===== src/pkg/rhc_cfg.svh =====
// reset values, field positions and timing counts of the reset and halt controller
`ifndef RHC_CFG_SVH
`define RHC_CFG_SVH

`define RHC_PC_RST        12'h000
`define RHC_NIB_ZERO      4'h0
`define RHC_BYTE_ZERO     8'h00
`define RHC_STK_RST       8'hff
`define RHC_PULL_RST      4'he
`define RHC_CLKSRC_RST    4'he
`define RHC_BUZT_RST      4'he
`define RHC_DISP_RST      4'h8
`define RHC_BIT_ZERO      1'b0
`define RHC_HALT_BIT      0
`define RHC_STK_LSB       0
`define RHC_STK_MSB       7
`define RHC_LCD_START_MS  63
`define RHC_CLK_MHZ       200
`define RHC_LCD_START_CYC (`RHC_LCD_START_MS * 1000 * `RHC_CLK_MHZ)

`endif


===== src/pkg/rhc_pkg.sv =====
// types of the reset and halt controller
`default_nettype none

package rhc_pkg;

	typedef enum logic [1:0] {
		RHC_ST_RESET = 2'h0,
		RHC_ST_RUN   = 2'h1,
		RHC_ST_HALT  = 2'h3
	} rhc_state_t;

	typedef enum logic [4:0] {
		RHC_SFR_ACC_A    = 5'h00,
		RHC_SFR_ACC_B    = 5'h01,
		RHC_SFR_CARRY    = 5'h02,
		RHC_SFR_IDX_PRI  = 5'h03,
		RHC_SFR_IDX_SEC  = 5'h04,
		RHC_SFR_STK      = 5'h05,
		RHC_SFR_BANK_PRI = 5'h06,
		RHC_SFR_BANK_SEC = 5'h07,
		RHC_SFR_BANK_CMN = 5'h08,
		RHC_SFR_BANK_EN  = 5'h09,
		RHC_SFR_PORT     = 5'h0a,
		RHC_SFR_PINCTL   = 5'h0b,
		RHC_SFR_PULL     = 5'h0c,
		RHC_SFR_CLKSRC   = 5'h0d,
		RHC_SFR_BUZD     = 5'h0e,
		RHC_SFR_BUZT     = 5'h0f,
		RHC_SFR_DISP     = 5'h10,
		RHC_SFR_SEG      = 5'h11,
		RHC_SFR_TMR_DATA = 5'h12,
		RHC_SFR_TMR_CNT  = 5'h13,
		RHC_SFR_HALT     = 5'h14
	} rhc_sfr_t;

endpackage : rhc_pkg

`default_nettype wire


===== src/design/rhc_ctrl.sv =====
// operating state controller: system reset, normal run and halt, with reset register values
`timescale 1ns/10ps
`default_nettype none
`include "rhc_cfg.svh"

module rhc_ctrl #(
	parameter int N_PORTS          = 3,
	parameter int PINS_PER_PORT    = 4,
	parameter int N_SEG            = 31,
	parameter int N_TIMER          = 4,
	parameter int LCD_START_CYCLES = `RHC_LCD_START_CYC
) (
	input  wire logic                         core_clk,
	input  wire logic                         nrst,
	input  wire logic                         power_on_det,
	input  wire logic                         osc_stop_det,
	input  wire logic                         reset_pin_n,
	input  wire logic                         instr_first_cycle,
	input  wire logic                         pc_advance,
	input  wire logic                         pc_load,
	input  wire logic [11:0]                  pc_load_addr,
	input  wire logic                         irq_pending,
	input  wire logic                         irq_wake,
	input  wire logic                         lcd_off_mode,
	input  wire logic                         sfr_wr_en,
	input  wire rhc_pkg::rhc_sfr_t            sfr_wr_sel,
	input  wire logic [4:0]                   sfr_wr_idx,
	input  wire logic [7:0]                   sfr_wr_data,
	output var  rhc_pkg::rhc_state_t          op_state_r,
	output logic                              sys_reset_r,
	output logic                              cpu_halted_r,
	output logic                              periph_run_r,
	output logic                              halt_request_flag_r,
	output logic [11:0]                       pc_r,
	output logic [3:0]                        acc_a_r,
	output logic [3:0]                        acc_b_r,
	output logic                              carry_r,
	output logic [7:0]                        index_pair_primary_r,
	output logic [7:0]                        index_pair_secondary_r,
	output logic [7:0]                        stack_pointer_r,
	output logic [3:0]                        bank_select_primary_r,
	output logic [3:0]                        bank_select_secondary_r,
	output logic                              bank_common_flag_r,
	output logic                              bank_enable_flag_r,
	output logic [N_PORTS*4-1:0]              port_data_r,
	output logic [N_PORTS*PINS_PER_PORT*4-1:0] port_pin_control_r,
	output logic [3:0]                        port_pull_control_r,
	output logic [3:0]                        clock_source_control_r,
	output logic [3:0]                        buzzer_drive_control_r,
	output logic [3:0]                        buzzer_tone_control_r,
	output logic [3:0]                        display_duty_control_r,
	output logic [N_SEG*4-1:0]                display_segment_regs_r,
	output logic [N_TIMER*4-1:0]              timer_data_regs_r,
	output logic [N_TIMER*4-1:0]              timer_count_regs_r,
	output logic                              lcd_outputs_off_r,
	output logic                              lcd_drive_en_r
);
	import rhc_pkg::*;

	localparam int N_PINCTL = N_PORTS * PINS_PER_PORT;
	localparam int LCD_CW   = $clog2(LCD_START_CYCLES + 1);

	if (N_PINCTL > 32 || N_SEG > 32 || N_TIMER > 32 || N_PORTS > 32 || N_SEG < 1) begin : g_chk
		$error("rhc_ctrl: index fields are five bits wide");
	end
	if (LCD_START_CYCLES < 1) begin : g_chk_lcd
		$error("rhc_ctrl: lcd start delay must be at least one cycle");
	end

	// each reset source passes its own two flops before anything combines them;
	// the raw or-term is read by the checks only
	wire       rst_src_any = power_on_det | osc_stop_det | ~reset_pin_n;
	wire [2:0] rst_src_pin = {power_on_det, osc_stop_det, reset_pin_n};
	// pin level of each source while it asks for reset; flops leave nrst there
	localparam logic [2:0] RST_SRC_ACTIVE = 3'b110;
	logic [2:0] src_meta_r;
	logic [2:0] src_sync_r;

	for (genvar s = 0; s < 3; s++) begin : g_src_sync
		always_ff @(posedge core_clk or negedge nrst) begin
			if (!nrst) begin
				src_meta_r[s] <= RST_SRC_ACTIVE[s];
				src_sync_r[s] <= RST_SRC_ACTIVE[s];
			end else begin
				src_meta_r[s] <= rst_src_pin[s];
				src_sync_r[s] <= src_meta_r[s];
			end
		end
	end

	// any synchronised source holds reset; release waits for the last one
	wire rst_sync_r = |(src_sync_r ~^ RST_SRC_ACTIVE);

	// state machine
	rhc_state_t state_nxt;
	wire halt_go   = halt_request_flag_r & instr_first_cycle & ~irq_pending;
	wire in_run    = (op_state_r == RHC_ST_RUN);
	wire in_halt   = (op_state_r == RHC_ST_HALT);
	wire wake      = in_halt & irq_wake;

	always_comb begin
		state_nxt = op_state_r;
		unique case (op_state_r)
			RHC_ST_RESET: state_nxt = RHC_ST_RUN;
			RHC_ST_RUN:   if (halt_go) state_nxt = RHC_ST_HALT;
			RHC_ST_HALT:  if (irq_wake) state_nxt = RHC_ST_RUN;
			default:      state_nxt = RHC_ST_RESET;
		endcase
		if (rst_sync_r)
			state_nxt = RHC_ST_RESET;
	end

	always_ff @(posedge core_clk or negedge nrst) begin
		if (!nrst) begin
			op_state_r   <= RHC_ST_RESET;
			sys_reset_r  <= 1'b1;
			cpu_halted_r <= 1'b0;
			periph_run_r <= 1'b0;
		end else begin
			op_state_r   <= state_nxt;
			sys_reset_r  <= (state_nxt == RHC_ST_RESET);
			cpu_halted_r <= (state_nxt == RHC_ST_HALT);
			// peripherals see no difference between run and halt
			periph_run_r <= (state_nxt != RHC_ST_RESET);
		end
	end

	// halt request flag: software writes count only in run, so the wake cycle always clears it
	wire sel_halt = sfr_wr_en & in_run & (sfr_wr_sel == RHC_SFR_HALT);
	wire halt_set = sel_halt & sfr_wr_data[`RHC_HALT_BIT];
	wire halt_clr = (sel_halt & ~sfr_wr_data[`RHC_HALT_BIT]) | wake;

	always_ff @(posedge core_clk or negedge nrst) begin
		if (!nrst)
			halt_request_flag_r <= `RHC_BIT_ZERO;
		else if (rst_sync_r)
			halt_request_flag_r <= `RHC_BIT_ZERO;
		else if (halt_set)
			halt_request_flag_r <= 1'b1;
		else if (halt_clr)
			halt_request_flag_r <= `RHC_BIT_ZERO;
	end

	// program counter; frozen in halt so a halted fetch repeats the same address, loaded with the reset value in reset
	wire [11:0] pc_nxt = pc_load ? pc_load_addr : 12'(pc_r + 12'h001);

	always_ff @(posedge core_clk or negedge nrst) begin
		if (!nrst)
			pc_r <= `RHC_PC_RST;
		else if (rst_sync_r || op_state_r == RHC_ST_RESET)
			pc_r <= `RHC_PC_RST;
		else if (in_run && (pc_advance || pc_load))
			pc_r <= pc_nxt;
	end

	// register writes only happen while the core executes
	wire        wr_ok   = sfr_wr_en & in_run & ~rst_sync_r;
	wire [3:0]  wr_nib  = sfr_wr_data[3:0];
	wire        wr_bit  = sfr_wr_data[0];
	wire [7:0]  stk_wval = {1'b1, sfr_wr_data[6:1], 1'b1};
	function automatic logic hit(input rhc_sfr_t s);
		hit = wr_ok && (sfr_wr_sel == s);
	endfunction

	// core registers, all reset by system reset
	always_ff @(posedge core_clk or negedge nrst) begin
		if (!nrst) begin
			acc_a_r                 <= `RHC_NIB_ZERO;
			acc_b_r                 <= `RHC_NIB_ZERO;
			carry_r                 <= `RHC_BIT_ZERO;
			index_pair_primary_r    <= `RHC_BYTE_ZERO;
			index_pair_secondary_r  <= `RHC_BYTE_ZERO;
			stack_pointer_r         <= `RHC_STK_RST;
			bank_select_primary_r   <= `RHC_NIB_ZERO;
			bank_select_secondary_r <= `RHC_NIB_ZERO;
			bank_common_flag_r      <= `RHC_BIT_ZERO;
			bank_enable_flag_r      <= `RHC_BIT_ZERO;
		end else if (rst_sync_r) begin
			acc_a_r                 <= `RHC_NIB_ZERO;
			acc_b_r                 <= `RHC_NIB_ZERO;
			carry_r                 <= `RHC_BIT_ZERO;
			index_pair_primary_r    <= `RHC_BYTE_ZERO;
			index_pair_secondary_r  <= `RHC_BYTE_ZERO;
			stack_pointer_r         <= `RHC_STK_RST;
			bank_select_primary_r   <= `RHC_NIB_ZERO;
			bank_select_secondary_r <= `RHC_NIB_ZERO;
			bank_common_flag_r      <= `RHC_BIT_ZERO;
			bank_enable_flag_r      <= `RHC_BIT_ZERO;
		end else begin
			if (hit(RHC_SFR_ACC_A))    acc_a_r                 <= wr_nib;
			if (hit(RHC_SFR_ACC_B))    acc_b_r                 <= wr_nib;
			if (hit(RHC_SFR_CARRY))    carry_r                 <= wr_bit;
			if (hit(RHC_SFR_IDX_PRI))  index_pair_primary_r    <= sfr_wr_data;
			if (hit(RHC_SFR_IDX_SEC))  index_pair_secondary_r  <= sfr_wr_data;
			// end bits of the stack pointer are fixed at one
			if (hit(RHC_SFR_STK))      stack_pointer_r         <= stk_wval;
			if (hit(RHC_SFR_BANK_PRI)) bank_select_primary_r   <= wr_nib;
			if (hit(RHC_SFR_BANK_SEC)) bank_select_secondary_r <= wr_nib;
			if (hit(RHC_SFR_BANK_CMN)) bank_common_flag_r      <= wr_bit;
			if (hit(RHC_SFR_BANK_EN))  bank_enable_flag_r      <= wr_bit;
		end
	end

	// peripheral control registers
	always_ff @(posedge core_clk or negedge nrst) begin
		if (!nrst) begin
			port_pull_control_r    <= `RHC_PULL_RST;
			clock_source_control_r <= `RHC_CLKSRC_RST;
			buzzer_drive_control_r <= `RHC_NIB_ZERO;
			buzzer_tone_control_r  <= `RHC_BUZT_RST;
			display_duty_control_r <= `RHC_DISP_RST;
		end else if (rst_sync_r) begin
			port_pull_control_r    <= `RHC_PULL_RST;
			clock_source_control_r <= `RHC_CLKSRC_RST;
			buzzer_drive_control_r <= `RHC_NIB_ZERO;
			buzzer_tone_control_r  <= `RHC_BUZT_RST;
			display_duty_control_r <= `RHC_DISP_RST;
		end else begin
			if (hit(RHC_SFR_PULL))   port_pull_control_r    <= wr_nib;
			if (hit(RHC_SFR_CLKSRC)) clock_source_control_r <= wr_nib;
			if (hit(RHC_SFR_BUZD))   buzzer_drive_control_r <= wr_nib;
			if (hit(RHC_SFR_BUZT))   buzzer_tone_control_r  <= wr_nib;
			if (hit(RHC_SFR_DISP))   display_duty_control_r <= wr_nib;
		end
	end

	// indexed nibble registers; separate generates cover ports, pin controls, segments
	for (genvar i = 0; i < N_PORTS; i++) begin : g_port
		always_ff @(posedge core_clk or negedge nrst) begin
			if (!nrst)
				port_data_r[i*4 +: 4] <= `RHC_NIB_ZERO;
			else if (rst_sync_r)
				port_data_r[i*4 +: 4] <= `RHC_NIB_ZERO;
			else if (hit(RHC_SFR_PORT) && sfr_wr_idx == 5'(i))
				port_data_r[i*4 +: 4] <= wr_nib;
		end
	end

	for (genvar i = 0; i < N_PINCTL; i++) begin : g_pinctl
		always_ff @(posedge core_clk or negedge nrst) begin
			if (!nrst)
				port_pin_control_r[i*4 +: 4] <= `RHC_NIB_ZERO;
			else if (rst_sync_r)
				port_pin_control_r[i*4 +: 4] <= `RHC_NIB_ZERO;
			else if (hit(RHC_SFR_PINCTL) && sfr_wr_idx == 5'(i))
				port_pin_control_r[i*4 +: 4] <= wr_nib;
		end
	end

	for (genvar i = 0; i < N_SEG; i++) begin : g_seg
		always_ff @(posedge core_clk or negedge nrst) begin
			if (!nrst)
				display_segment_regs_r[i*4 +: 4] <= `RHC_NIB_ZERO;
			else if (rst_sync_r)
				display_segment_regs_r[i*4 +: 4] <= `RHC_NIB_ZERO;
			else if (hit(RHC_SFR_SEG) && sfr_wr_idx == 5'(i))
				display_segment_regs_r[i*4 +: 4] <= wr_nib;
		end
	end

	// timer data and count keep whatever they held; no reset by design, so
	// software must load them before trusting them
	for (genvar i = 0; i < N_TIMER; i++) begin : g_tmr
		always_ff @(posedge core_clk) begin
			if (hit(RHC_SFR_TMR_DATA) && sfr_wr_idx == 5'(i))
				timer_data_regs_r[i*4 +: 4] <= wr_nib;
			if (hit(RHC_SFR_TMR_CNT) && sfr_wr_idx == 5'(i))
				timer_count_regs_r[i*4 +: 4] <= wr_nib;
		end
	end

	// lcd start: outputs parked at supply during reset, waveforms after the delay.
	// oscillation start is taken as reset release since the clock is the oscillator
	logic [LCD_CW-1:0] lcd_cnt_r;
	wire               lcd_done = (lcd_cnt_r == LCD_CW'(LCD_START_CYCLES));

	always_ff @(posedge core_clk or negedge nrst) begin
		if (!nrst) begin
			lcd_cnt_r         <= '0;
			lcd_outputs_off_r <= 1'b1;
			lcd_drive_en_r    <= 1'b0;
		end else if (rst_sync_r) begin
			lcd_cnt_r         <= '0;
			lcd_outputs_off_r <= 1'b1;
			lcd_drive_en_r    <= 1'b0;
		end else begin
			if (!lcd_done)
				lcd_cnt_r <= LCD_CW'(lcd_cnt_r + 1'b1);
			lcd_drive_en_r    <= lcd_done & ~lcd_off_mode;
			lcd_outputs_off_r <= ~(lcd_done & ~lcd_off_mode);
		end
	end
endmodule : rhc_ctrl
`default_nettype wire


===== config.mk =====
export PLATFORM = sky130hd
export DESIGN_NAME = rhc_ctrl
export DESIGN_NICKNAME = d
export VERILOG_FILES = /design/src/pkg/rhc_pkg.sv /design/src/design/rhc_ctrl.sv
export VERILOG_INCLUDE_DIRS = /design/src /design/src/pkg
export SDC_FILE = /design/constraint.sdc
export NUM_CORES = 1
export LEC_CHECK = 0
export BUFFER_PORTS_ARGS = -buffer_cell sky130_fd_sc_hd__buf_2
export CAP_MARGIN = 0
export CORE_MARGIN = 4
export CORE_UTILIZATION = 45
export CTS_CLUSTER_SIZE = 20
export DETAILED_ROUTE_END_ITERATION = 8
export MAX_ROUTING_LAYER = met4
export PLACE_DENSITY = 0.69
export SYNTH_ARGS = -nofsm -noshare
export SYNTH_HDL_FRONTEND = slang
export SYNTH_SLANG_ARGS = --single-unit

===== constraint.sdc =====
create_clock -name core_clk -period 2.5 [get_ports core_clk]
set_input_delay 0.375 -clock core_clk [delete_from_list [all_inputs] [get_ports core_clk]]
set_output_delay 0.375 -clock core_clk [all_outputs]
set_load 0.03 [all_outputs]

# Word level (Yosys, flattened, before mapping)
# Cells that the tools add are included.
[classes]
add_sub_neg = 2
eq_ne = 55
mux = 136
bitwise = 16
n_reduce_logical = 146
[op_table]
columns = ["operator", "n"]
rows = [
  ["4-bit two-way mux", 110],
  ["2-bit nonzero test", 63],
  ["5-bit == test (second input constant)", 20],
  ["5-bit by 4-bit == test with 1-bit output (second input constant)", 16],
  ["1-bit logical AND", 75],
  ["24-bit two-way mux", 2],
  ["8-bit two-way mux", 6],
  ["5-bit by 3-bit == test with 1-bit output (second input constant)", 8],
  ["12-bit two-way mux", 3],
  ["24-bit by 1-bit adder with 24-bit output (second input constant)", 1],
  ["24-bit == test (second input constant)", 1],
  ["5-bit by 2-bit == test with 1-bit output (second input constant)", 4],
  ["12-bit by 1-bit adder with 12-bit output (second input constant)", 1],
  ["1-bit two-way mux", 11],
  ["5-bit by 1-bit == test with 1-bit output (second input constant)", 2],
  ["5-bit zero test", 2],
  ["1-bit bitwise AND", 9],
  ["2-bit two-way mux", 3],
  ["1-bit NOT", 6],
  ["2-bit case mux with 3 select lines", 1],
  ["2-bit == test (second input constant)", 2],
  ["2-bit zero test", 2],
  ["3-bit nonzero test", 1],
  ["3-bit OR reduction", 1],
  ["4 further kinds", 5],
]
[totals]
register_bits = 329

# Logic depth before layout (Yosys ltp)
# Gate-level depths: netlist (run 1).
[logic_depth]
ltp_word = 8
mapped_depth = 7
depth_no_buf = 6

# Least setup slack after synthesis (run 1)
# OpenSTA, ideal clock, no wires.
[synth_path]
path_kind = "flip-flop to flip-flop"
start = "reg op_state_r[1]"
end = "reg timer_count_regs_r[0] (enable)"
setup_time_ps = 329
t_arrival_ps = 1805
path_slack_ps = 365
path_stages_with_launch = 7
period_less_slack_ps = 2135
path_cell_list = "dfrtp_1 > buf_2 > nand2b_1 > buf_6 > nor2_1 > nand4_1 > nor2_1"
[synth_via]
elab_chain_len = 5
[synth_rtl]
columns = ["item", "line", "text"]
rows = [
  ["start: declaration", "rhc_ctrl.sv:29", "output var rhc_pkg::rhc_state_t op_state_r,"],
  ["start signal: assignment", "rhc_ctrl.sv:120", "op_state_r <= state_nxt;"],
  ["2-bit by 1-bit == test with 1-bit output", "rhc_ctrl.sv:97", "wire in_run = (op_state_r == RHC_ST_RUN);"],
  ["1-bit bitwise AND (2 in series)", "rhc_ctrl.sv:157", "wire wr_ok = sfr_wr_en & in_run & ~rst_sync_r;"],
  ["1-bit logical AND", "rhc_ctrl.sv:162", "hit = wr_ok && (sfr_wr_sel == s);"],
  ["1-bit logical AND", "rhc_ctrl.sv:267", "if (hit(RHC_SFR_TMR_CNT) && sfr_wr_idx == 5'(i))"],
  ["end signal: indexed assignment", "rhc_ctrl.sv:268", "timer_count_regs_r[i*4 +: 4] <= wr_nib;"],
  ["end: declaration", "rhc_ctrl.sv:54", "output logic [N_TIMER*4-1:0] timer_count_regs_r,"],
]
# Every way passes these cells.
# A chain may end at the register's enable or synchronous reset.

# Final worst setup path (run 1)
[layout_path]
start = "reg op_state_r[1]"
end = "reg port_data_r[0]"
[layout_via]
elab_chain_len = 6
[layout_rtl]
columns = ["item", "line", "text"]
rows = [
  ["2-bit by 1-bit == test with 1-bit output", "rhc_ctrl.sv:97", ""],
  ["1-bit bitwise AND (2 in series)", "rhc_ctrl.sv:157", ""],
  ["1-bit logical AND", "rhc_ctrl.sv:162", ""],
  ["1-bit logical AND", "rhc_ctrl.sv:234", "else if (hit(RHC_SFR_PORT) && sfr_wr_idx == 5'(i))"],
  ["2-bit nonzero test (no source line)", "--", ""],
  ["end signal: indexed assignment", "rhc_ctrl.sv:231", "port_data_r[i*4 +: 4] <= `RHC_NIB_ZERO;"],
  ["end signal: indexed assignment", "rhc_ctrl.sv:233", "port_data_r[i*4 +: 4] <= `RHC_NIB_ZERO;"],
  ["end signal: indexed assignment", "rhc_ctrl.sv:235", "port_data_r[i*4 +: 4] <= wr_nib;"],
  ["end: declaration", "rhc_ctrl.sv:45", "output logic [N_PORTS*4-1:0] port_data_r,"],
]
# Every way passes these cells.

==> results of run 1 <==
## synthesized netlist by cell type (all sizes together), types with 10 or more instances
cell      n
o21ai    61
mux2i   196
buf      21
nand2   186
nor3     14
dfstp    22
a21oi    71
nand4    29
nor2     89
edfxtp   32
o31ai    10
or4      11
inv      10
and2     10
nor4     16
nand3    88
clkbuf   80
dfrtp   273
## registers in the layout, indices dropped and copies added, names as in the netlist, 6 cells and up
signal,count
pc_r,12
stack_pointer_r,6
index_pair_primary_r,8
display_segment_regs_r,124
timer_data_regs_r,16
index_pair_secondary_r,8
timer_count_regs_r,16
port_data_r,12
lcd_cnt_r,24
port_pin_control_r,48
## final timing paths
check	startpoint	to	slack [ns]	cells after the start
setup / recovery	op_state_r[1]$_DFF_PN0_	port_data_r[0]$_DFFE_PN0P_	0.35	6
hold / removal	lcd_off_mode	lcd_drive_en_r$_DFF_PN0_	0.06	2
setup reg to reg	op_state_r[1]$_DFF_PN0_	port_data_r[0]$_DFFE_PN0P_	0.35	6
hold reg to reg	src_meta_r[1]$_DFF_PN1_	src_sync_r[1]$_DFF_PN1_	0.36	0
max in group asynchronous	nrst	display_segment_regs_r[114]$_DFFE_PN0P_	1.23	3
min in group asynchronous	nrst	bank_select_secondary_r[3]$_DFFE_PN0P_	0.44	2
## cells by family (layout without fill, tap and decap cells)
group           Yosys count  in the layout  share of synthesized area, %
mux                     196            196                          13.7
simple gates            501            501                          17.8
xor+xnor                  9              9                         0.549
compound gates          166            166                          6.38
flops                   327            327                          58.2
other cells               1              9                        0.0261
fa+ha+maj                 3              3                         0.261
buf+inv                 111            467                          3.13
## timing repair
action	4_1_cts	5_1_grt
hold endpoints to repair	65	0
buffers inserted	0	1
setup endpoints to repair	0	1
hold buffers	4	0
## where the power goes
group	total [mW]	switching (mW)	leakage [nW]	internal [mW]
Clock	5.02	2.05	0.549	2.97
Combinational	0.469	0.357	4.24	0.111
Sequential	5.39	0.00797	4.33	5.38
## layout make-up
class	count	area [µm²]	area share [%]
multi-input combinational	877	5560	31.3
clock buffer	55	1040	5.86
tap	402	503	2.83
antenna	7	17.5	0.0984
inverter	10	37.5	0.211
clock inverter	8	65.1	0.366
timing repair buffer	394	2190	12.3
sequential	327	8370	47.0
## metal layers
layer | global-route usage (%) | up-vias | part of all wire [%]
met5 | - | - | 0
met4 | 7.74 | 0 | 2.9
met3 | 6.00 | 92 | 7.5
met2 | 39.2 | 447 | 47
met1 | 33.6 | 5790 | 42
li1 | - | 5294 | -
==> results.cfg, run 1 <==
[grt]
grt_pass1_vias = 11800
grt_max_degree = 73
antenna_found_initial = 7
grt_first_pass_wirelength_um = 69500
overflow = 0
grt.total_usage_pct = 25.4

[timing]
maxSlewViolCount = 0
slew_headroom_pct = 43.5
holdWs_ns = 0.0602
fmax_ghz = 0.464
finalSetupViolations = 0
final.min_clock_period_ns = 2.15
finalCritPeriodShare_pct = 86.1
hold_viol = 0
worst_slew_pin_slew_ns = 0.841
timing.final.ws_setup_ns = 0.347
tns_ns = 0
rsz0062_at_grt = no
finClkSkew_ns = 0.0160

[route]
drc = 0
vias = 11600
via_per_inst = 5.59
drt_iter0_markers = 941
first_pass_iters = 5
ant_nets = 0
postRouteWirelength_um = 43400
wire_per_inst_um = 20.9

[clock_network]
clk_path_buf_depth = 3
cts_made_buffers = 36
cts_sinks = 327
cts_tree = built
clock_latency_ns = 0.51
htreeDepth = 2
root_buffer = clkbuf_16
cts_resized = 0
cts.clk_slew.worst_paths_ns = 0.06

[die]
start_util_pct = 45.5
die-width_um = 187
die_h_um = 187
fp.dieArea_um2 = 34900
core_area_um2 = 31600
io_pins = 341
rows = 65

[cells_and_area]
stdcell_area_um2 = 17800
final_common_cell = buf_2
final_cell_mix = buf_2 (337), dfrtp_1 (273), mux2i_1 (196)
area_growth_pct = 23.8
nFillCells = 2777
drive_gt1_share_pct = 28.9
final_nets = 1691
fin_cells = 2080
post-route-util_pct = 56.4

[flow_run]
drv_cap = 0

[worst_setup_path]
slowest_stage = dfrtp_1
worst-path-buf-inv = 2
cp.required_ns = 2.85
crit_chain = buf_4, nor2b_1, buf_4, nand4_1, o21ai_0, a21oi_1
crit_fanout = 12
arrival_ns = 2.51
crit_top_cell = buf_4
path_class = reg2reg
crit_path_end_kind = flop
critPathLaunchType = flop
worst_path_largest_cell_delay_ns = 0.42
critical_path.top_delay_family = simple AND/OR/NAND/NOR gates

[yosys]
seq_area_frac_synth_pct = 58.2
yosysUniqueCellTypes = 54
synth_area_um2 = 14400
yosys-top-cells-area = dfrtp_1 (48%), mux2i_1 (14%), edfxtp_1 (6.7%)
yosys.area.top_type = dfrtp_1
syn_inst = 1314
yosysTopAreaCellShare_pct = 47.5
synth.avg_cell_area_um2 = 10.9
synth_edf_count = 32
synth_seq_cells = 327
asyncSetResetFlopFracSynth_pct = 90.2
ys_warn_count = 0
synthFlopType = dfrtp_1

[pwr]
p_leak_nw = 9.12
peakVddDrop_mv = 0.425
power_density_nw_per_um2 = 611
p_total_mw = 10.9

[place]
placed_area_um2 = 16600
globalplace.congestion = 0.878
io_buffers = 338
hpwl_um = 30500
place_ws_ns = 0.259
dpl.cell_count = 2005

[status]
status = complete, no violations

[min_path]
hold_class = in2reg
Note: power is estimated with default switching activity, not from simulation.
==> run 2: changes to the inputs <==
--- a/config.mk
+++ b/config.mk
@@ -10,6 +10,7 @@
 export CAP_MARGIN = 0
 export CORE_MARGIN = 4
 export CORE_UTILIZATION = 45
+export CTS_BUF_LIST = sky130_fd_sc_hd__clkbuf_8
 export CTS_CLUSTER_SIZE = 20
 export DETAILED_ROUTE_END_ITERATION = 8
 export MAX_ROUTING_LAYER = met4
==> run 2 against run 1 <==
Clock skew up 0.0051 ns. Cell count up 1.5%. Sequential cell count unchanged. Via count up 0.94%. Final area down 0.11%. Combinational power about the same. Critical path type unchanged. Maximum frequency down 0.38%.
==> results.cfg, run 2 (synthesis gave the netlist of run 1 again) <==
[route]
vias = 11700
ant_nets = 0
dr_wl_met3_um = 3010
top_layer = met4
drt-met1-wl_um = 18700
via_per_inst = 5.56
wire_per_inst_um = 20.7
drc = 0
wl_met2_um = 20700
drt_iter0_markers = 1003
first_pass_iters = 7
postRouteWirelength_um = 43600

[flow_run]
drv_cap = 0

[grt]
grt.total_usage_pct = 25.4
overflow = 0
antenna_found_initial = 6
grt_pass1_vias = 12000
grt_first_pass_wirelength_um = 69800
grt_max_degree = 73

[place]
hpwl_um = 30500
io_buffers = 338
globalplace.congestion = 0.878
placed_area_um2 = 16600

[pwr]
peakVddDrop_mv = 0.394
p_comb_share_pct = 4.5
p_int_mw = 8.04
power_density_nw_per_um2 = 592
p_leak_nw = 9.20
clock_power_share_pct = 44.3
p_switching_mw = 2.48
swShare_pct = 23.6
power.share.sequential_pct = 51.2
p_total_mw = 10.5

[cells_and_area]
largest_reg_flops = 124
final_common_cell = buf_2
drive_gt1_share_pct = 29.8
post-route-util_pct = 56.3
final_nets = 1711
regMostFlops = display_segment_regs_r
stdcell_area_um2 = 17800
reg.largest.list = display_segment_regs_r x124, port_pin_control_r x48, lcd_cnt_r x24
final_cell_mix = buf_2 (337), dfrtp_1 (273), mux2i_1 (196)
area_growth_pct = 23.7

[timing]
final.min_clock_period_ns = 2.16
hold_viol = 0
slew_headroom_pct = 43.1
worst_slew_pin_slew_ns = 0.847
finalCritPeriodShare_pct = 86.4
finClkSkew_ns = 0.0211
finalSetupViolations = 0
fmax_ghz = 0.463
rsz0062_at_grt = no
maxSlewViolCount = 0
tns_ns = 0

[worst_setup_path]
critPathLaunchType = flop
crit_fanout = 12
crit_path_end_kind = flop
worst_path_largest_cell_delay_ns = 0.43
crit_chain = buf_4, nor2b_1, buf_4, nand4_1, o21ai_0, a21oi_1
crit_top_cell = buf_4
path_class = reg2reg
arrival_ns = 2.59
cp.required_ns = 2.93
slowest_stage = dfrtp_1

[clock_network]
clk_path_buf_depth = 3
cts_tree = built
root_buffer = clkbuf_8
cts_sinks = 327
clock_latency_ns = 0.58
cts.clk_slew.worst_paths_ns = 0.06
cts_resized = 0
cts_made_buffers = 55
htreeDepth = 2

[die]
die_h_um = 187
start_util_pct = 45.5
fp.dieArea_um2 = 34900
core_area_um2 = 31600
rows = 65
die-width_um = 187
io_pins = 341

[status]
status = complete, no violations

[min_path]
hold_class = in2reg
==> run 2: per-stage QoR <==
stage          hold slack, ns  cells  setup WS, ns
6_report               0.0546   2111         0.339
3_5_place_dp            0.346   2005         0.259
4_1_cts                0.0208   2104         0.275
2_1_floorplan          0.0794   1315         0.365
3_3_place_gp            0.339   2005         0.282
5_1_grt                0.0209   2111        0.0685
==> run 2: final cells by class <==
class / count / area [µm²]
Multi-Input combinational cell: 877 / 5560
Tap cell: 402 / 503
Fill cell: 2792 / 13800
Antenna cell: 6 / 15.0
Sequential cell: 327 / 8370
Timing Repair Buffer: 395 / 2200
Clock buffer: 68 / 936
Inverter: 10 / 37.5
Clock inverter: 26 / 146
==> run 2: timing repair <==
action                     4_1_cts  5_1_grt
buffers inserted                 0        1
hold buffers                     5        0
setup endpoints to repair        0        1
hold endpoints to repair        66        0
==> run 2: worst max-delay path: cells and delay by family (launching register included) <==
kind | cells | cell delay, ns
buffers and inverters | 2 | 0.42
DFF | 1 | 0.43
AOI/OAI and AO/OA | 2 | 0.43
and+or+nand+nor | 2 | 0.74
==> run 2: power by group through the flow <==
stage	sequential, mW	combinational [mW]	clock (mW)
final	5.39	0.470	4.66
after global routing	5.39	0.519	5.03
after CTS	5.39	0.475	4.76
after detailed placement	5.48	0.467	0
after global placement	5.48	0.463	0
after floorplan	5.49	0.193	0
==> run 2: layer usage <==
metal	vias to the layer above	global-route usage [%]
met2	402	39.2
met4	0	7.91
met3	82	6.43
met5	-	-
met1	5902	33.4
li1	5346	-
==> run 2: path summary, 6_finish.rpt <==
kind | startpoint | endpoint | slack, ns | cells after the start
worst min-delay path | sfr_wr_data[0] | timer_count_regs_r[12]$_DFFE_PP_ | 0.05 | 1
max in group asynchronous | nrst | display_segment_regs_r[106]$_DFFE_PN0P_ | 1.29 | 3
min in group asynchronous | nrst | bank_select_secondary_r[3]$_DFFE_PN0P_ | 0.36 | 2
worst max register to register | op_state_r[1]$_DFF_PN0_ | port_data_r[1]$_DFFE_PN0P_ | 0.34 | 6
worst max-delay path | op_state_r[1]$_DFF_PN0_ | port_data_r[1]$_DFFE_PN0P_ | 0.34 | 6
worst min register to register | src_meta_r[2]$_DFF_PN1_ | src_sync_r[2]$_DFF_PN1_ | 0.36 | 0
==> run 3: changes to the inputs <==
--- a/config.mk
+++ b/config.mk
@@ -6,15 +6,16 @@
 export SDC_FILE = /design/constraint.sdc
 export NUM_CORES = 1
 export LEC_CHECK = 0
+export ABC_AREA = 1
 export BUFFER_PORTS_ARGS = -buffer_cell sky130_fd_sc_hd__buf_2
 export CAP_MARGIN = 0
 export CORE_MARGIN = 4
-export CORE_UTILIZATION = 45
+export CORE_UTILIZATION = 50
 export CTS_BUF_LIST = sky130_fd_sc_hd__clkbuf_8
 export CTS_CLUSTER_SIZE = 20
 export DETAILED_ROUTE_END_ITERATION = 8
 export MAX_ROUTING_LAYER = met4
-export PLACE_DENSITY = 0.69
+export PLACE_DENSITY = 0.75
 export SYNTH_ARGS = -nofsm -noshare
 export SYNTH_HDL_FRONTEND = slang
 export SYNTH_SLANG_ARGS = --single-unit
==> run 3 against run 2 <==
Setup slack better by 0.17 ns. Die area decreased by 9.4%. Via count increased by 7.9%. Global-route usage is 2.5 points higher. Register-to-register slack improved by 0.17 ns. Hold slack got worse by 0.020 ns. Sequential cell count stayed put. Critical endpoint is now display_segment_regs_r[110]$_DFFE_PN0P_.
==> results.cfg, run 3 <==
[grt]
grt.total_usage_pct = 27.9
grtUsageMet1_pct = 36.3
grt_first_pass_wirelength_um = 68100
antenna_found_initial = 1
grt_max_degree = 93
overflow = 0
grt_pass1_vias = 12500
gr-usage-met2_pct = 44.4
use_met3_pct = 5.82
busiest_layer = met2

[cells_and_area]
nFillCells = 2371
largest_reg_flops = 124
stdcell_area_um2 = 17800
area_growth_pct = 23.5
drive_gt1_share_pct = 27.7
final_nets = 1962
regMostFlops = display_segment_regs_r
fin_cells = 2334
final_cell_mix = buf_2 (337), nand2_1 (322), dfrtp_1 (273)
reg.largest.list = display_segment_regs_r x124, port_pin_control_r x48, lcd_cnt_r x24
post-route-util_pct = 63.3
final_common_cell = buf_2

[clock_network]
root_buffer = clkbuf_8
cts_made_buffers = 53
cts_setup_buffers = 0
htreeDepth = 2
clock_latency_ns = 0.59
cts_sinks = 327
cts.clk_slew.worst_paths_ns = 0.06
clk_path_buf_depth = 3
cts_tree = built

[min_path]
hold_class = in2reg
min_delay_path_depth = 2

[pwr]
p_leak_nw = 8.75
peakVddDrop_mv = 0.407
power_density_nw_per_um2 = 595
p_total_mw = 10.6

[timing]
tns_ns = 0
timing.final.ws_setup_ns = 0.508
finalSetupViolations = 0
maxSlewViolCount = 0
hold_viol = 0
slew_headroom_pct = 41.0
worst_slew_pin_slew_ns = 0.885
finClkSkew_ns = 0.0378
finalCritPeriodShare_pct = 79.7
holdWs_ns = 0.0347
rsz0062_at_grt = no
fmax_ghz = 0.502
final.min_clock_period_ns = 1.99

[die]
start_util_pct = 51.3
die-width_um = 178
rows = 61
core_area_um2 = 28100
fp.dieArea_um2 = 31600
io_pins = 341
die_h_um = 178

[yosys]
yosysMostFrequentCell = nand2_1
asyncSetResetFlopFracSynth_pct = 90.2
yosys-top-cells-area = dfrtp_1 (47%), nand3_1 (8.8%), nand2_1 (8.4%)
synth.avg_cell_area_um2 = 9.36
synthFlopType = dfrtp_1
ys_warn_count = 0
yosysUniqueCellTypes = 37
synth_edf_count = 32
synth_area_um2 = 14400
synth_seq_cells = 327
yosys.area.top_type = dfrtp_1
seq_area_frac_synth_pct = 58.1
syn_inst = 1539
yosys-top-cells-count = nand2_1 (322), dfrtp_1 (273), nand3_1 (252)
yosysTopAreaCellShare_pct = 47.4

[worst_setup_path]
critPathLaunchType = flop
worst_path_largest_cell_delay_ns = 0.38
crit_chain = nor2_2, nand2_4, inv_6, buf_12, buf_12, nand3_1, o21ai_1
path_class = reg2reg
crit_path_end_kind = flop
crit_top_cell = buf_12
slowest_stage = buf_12
worst-path-buf-inv = 3
reg2reg_depth = 7
crit_fanout = 83
cp.depth = 7
cp.required_ns = 2.98
arrival_ns = 2.47
critical_path.top_delay_family = buffers and inverters

[place]
hpwl_um = 30500
io_buffers = 338
globalplace.congestion = 0.958
dpl.cell_count = 2236
placed_area_um2 = 16700
place_ws_ns = 0.522

[status]
status = complete, no violations

[route]
postRouteWirelength_um = 43100
vias = 12700
drc = 0
first_pass_iters = 6
via_per_inst = 5.42
drt_iter0_markers = 1074
wire_per_inst_um = 18.4
ant_nets = 0

[flow_run]
drv_cap = 0
## run 3: cell count changes in the layout (fill, tap and decap cells not counted), moves of 11 or more
cell	before	now
mux2i_1	196	0
nand3_1	86	252
nand2_1	186	322
o21ai_1	0	119
nor2_1	88	182
inv_1	29	102
a21oi_1	71	21
nand3_4	0	31
nor2_4	0	18
nand4_1	29	14
buf_4	47	33
or4_1	11	0
## run 3: layout make-up
cell class              count  area [µm²]  share of cell area (%)
inverters                  86         328                    1.84
flip-flops and latches    327        8370                    47.1
diodes                      1        2.50                  0.0141
multi-input cells        1064        5360                    30.1
clock buffers              62         853                    4.80
clock inverters            31         214                    1.20
well taps                 378         473                    2.66
repair buffers            385        2190                    12.3
## run 3: worst paths after layout
path / from / to / slack [ns]
setup / recovery: src_sync_r[2]$_DFF_PN1_ / display_segment_regs_r[110]$_DFFE_PN0P_ / 0.51
hold / removal: irq_wake / op_state_r[1]$_DFF_PN0_ / 0.03
setup reg to reg: src_sync_r[2]$_DFF_PN1_ / display_segment_regs_r[110]$_DFFE_PN0P_ / 0.51
hold reg to reg: src_meta_r[1]$_DFF_PN1_ / src_sync_r[1]$_DFF_PN1_ / 0.36
max in group asynchronous: nrst / clock_source_control_r[3]$_DFFE_PN1P_ / 1.29
min in group asynchronous: nrst / display_segment_regs_r[81]$_DFFE_PN0P_ / 0.44
## run 3: metal layers
metal | wire length [µm] | part of all wire [%]
met1 | 17500 | 41
met2 | 20900 | 48
met3 | 3400 | 7.9
met4 | 1320 | 3.1
met5 | 0 | 0
## run 3: report_power, final
group          leakage [nW]  total (mW)  switching [mW]  internal [mW]
combinational          3.80       0.516           0.395          0.120
clock                 0.623        4.65            2.09           2.56
sequential             4.32        5.42          0.0184           5.40
## run 3: cells by family (layout without fill, tap and decap cells)
| kind of cell | count (synthesis) | count (layout) | synth area share (%) |
|---|---|---|---|
| simple gates | 842 | 842 | 29.0 |
| buf+inv | 149 | 564 | 4.74 |
| xor+xnor | 8 | 8 | 0.487 |
| compound gates | 209 | 209 | 7.39 |
| fa+ha+maj | 3 | 3 | 0.261 |
| flops | 327 | 327 | 58.1 |
| other cells | 1 | 3 | 0.0260 |
## run 3: repair_timing
item / CTS / global route
resized for setup: 0 / 0
hold buffers: 4 / 0
endpoints found under the setup margin: 0 / 0
hold endpoints to repair: 82 / 0
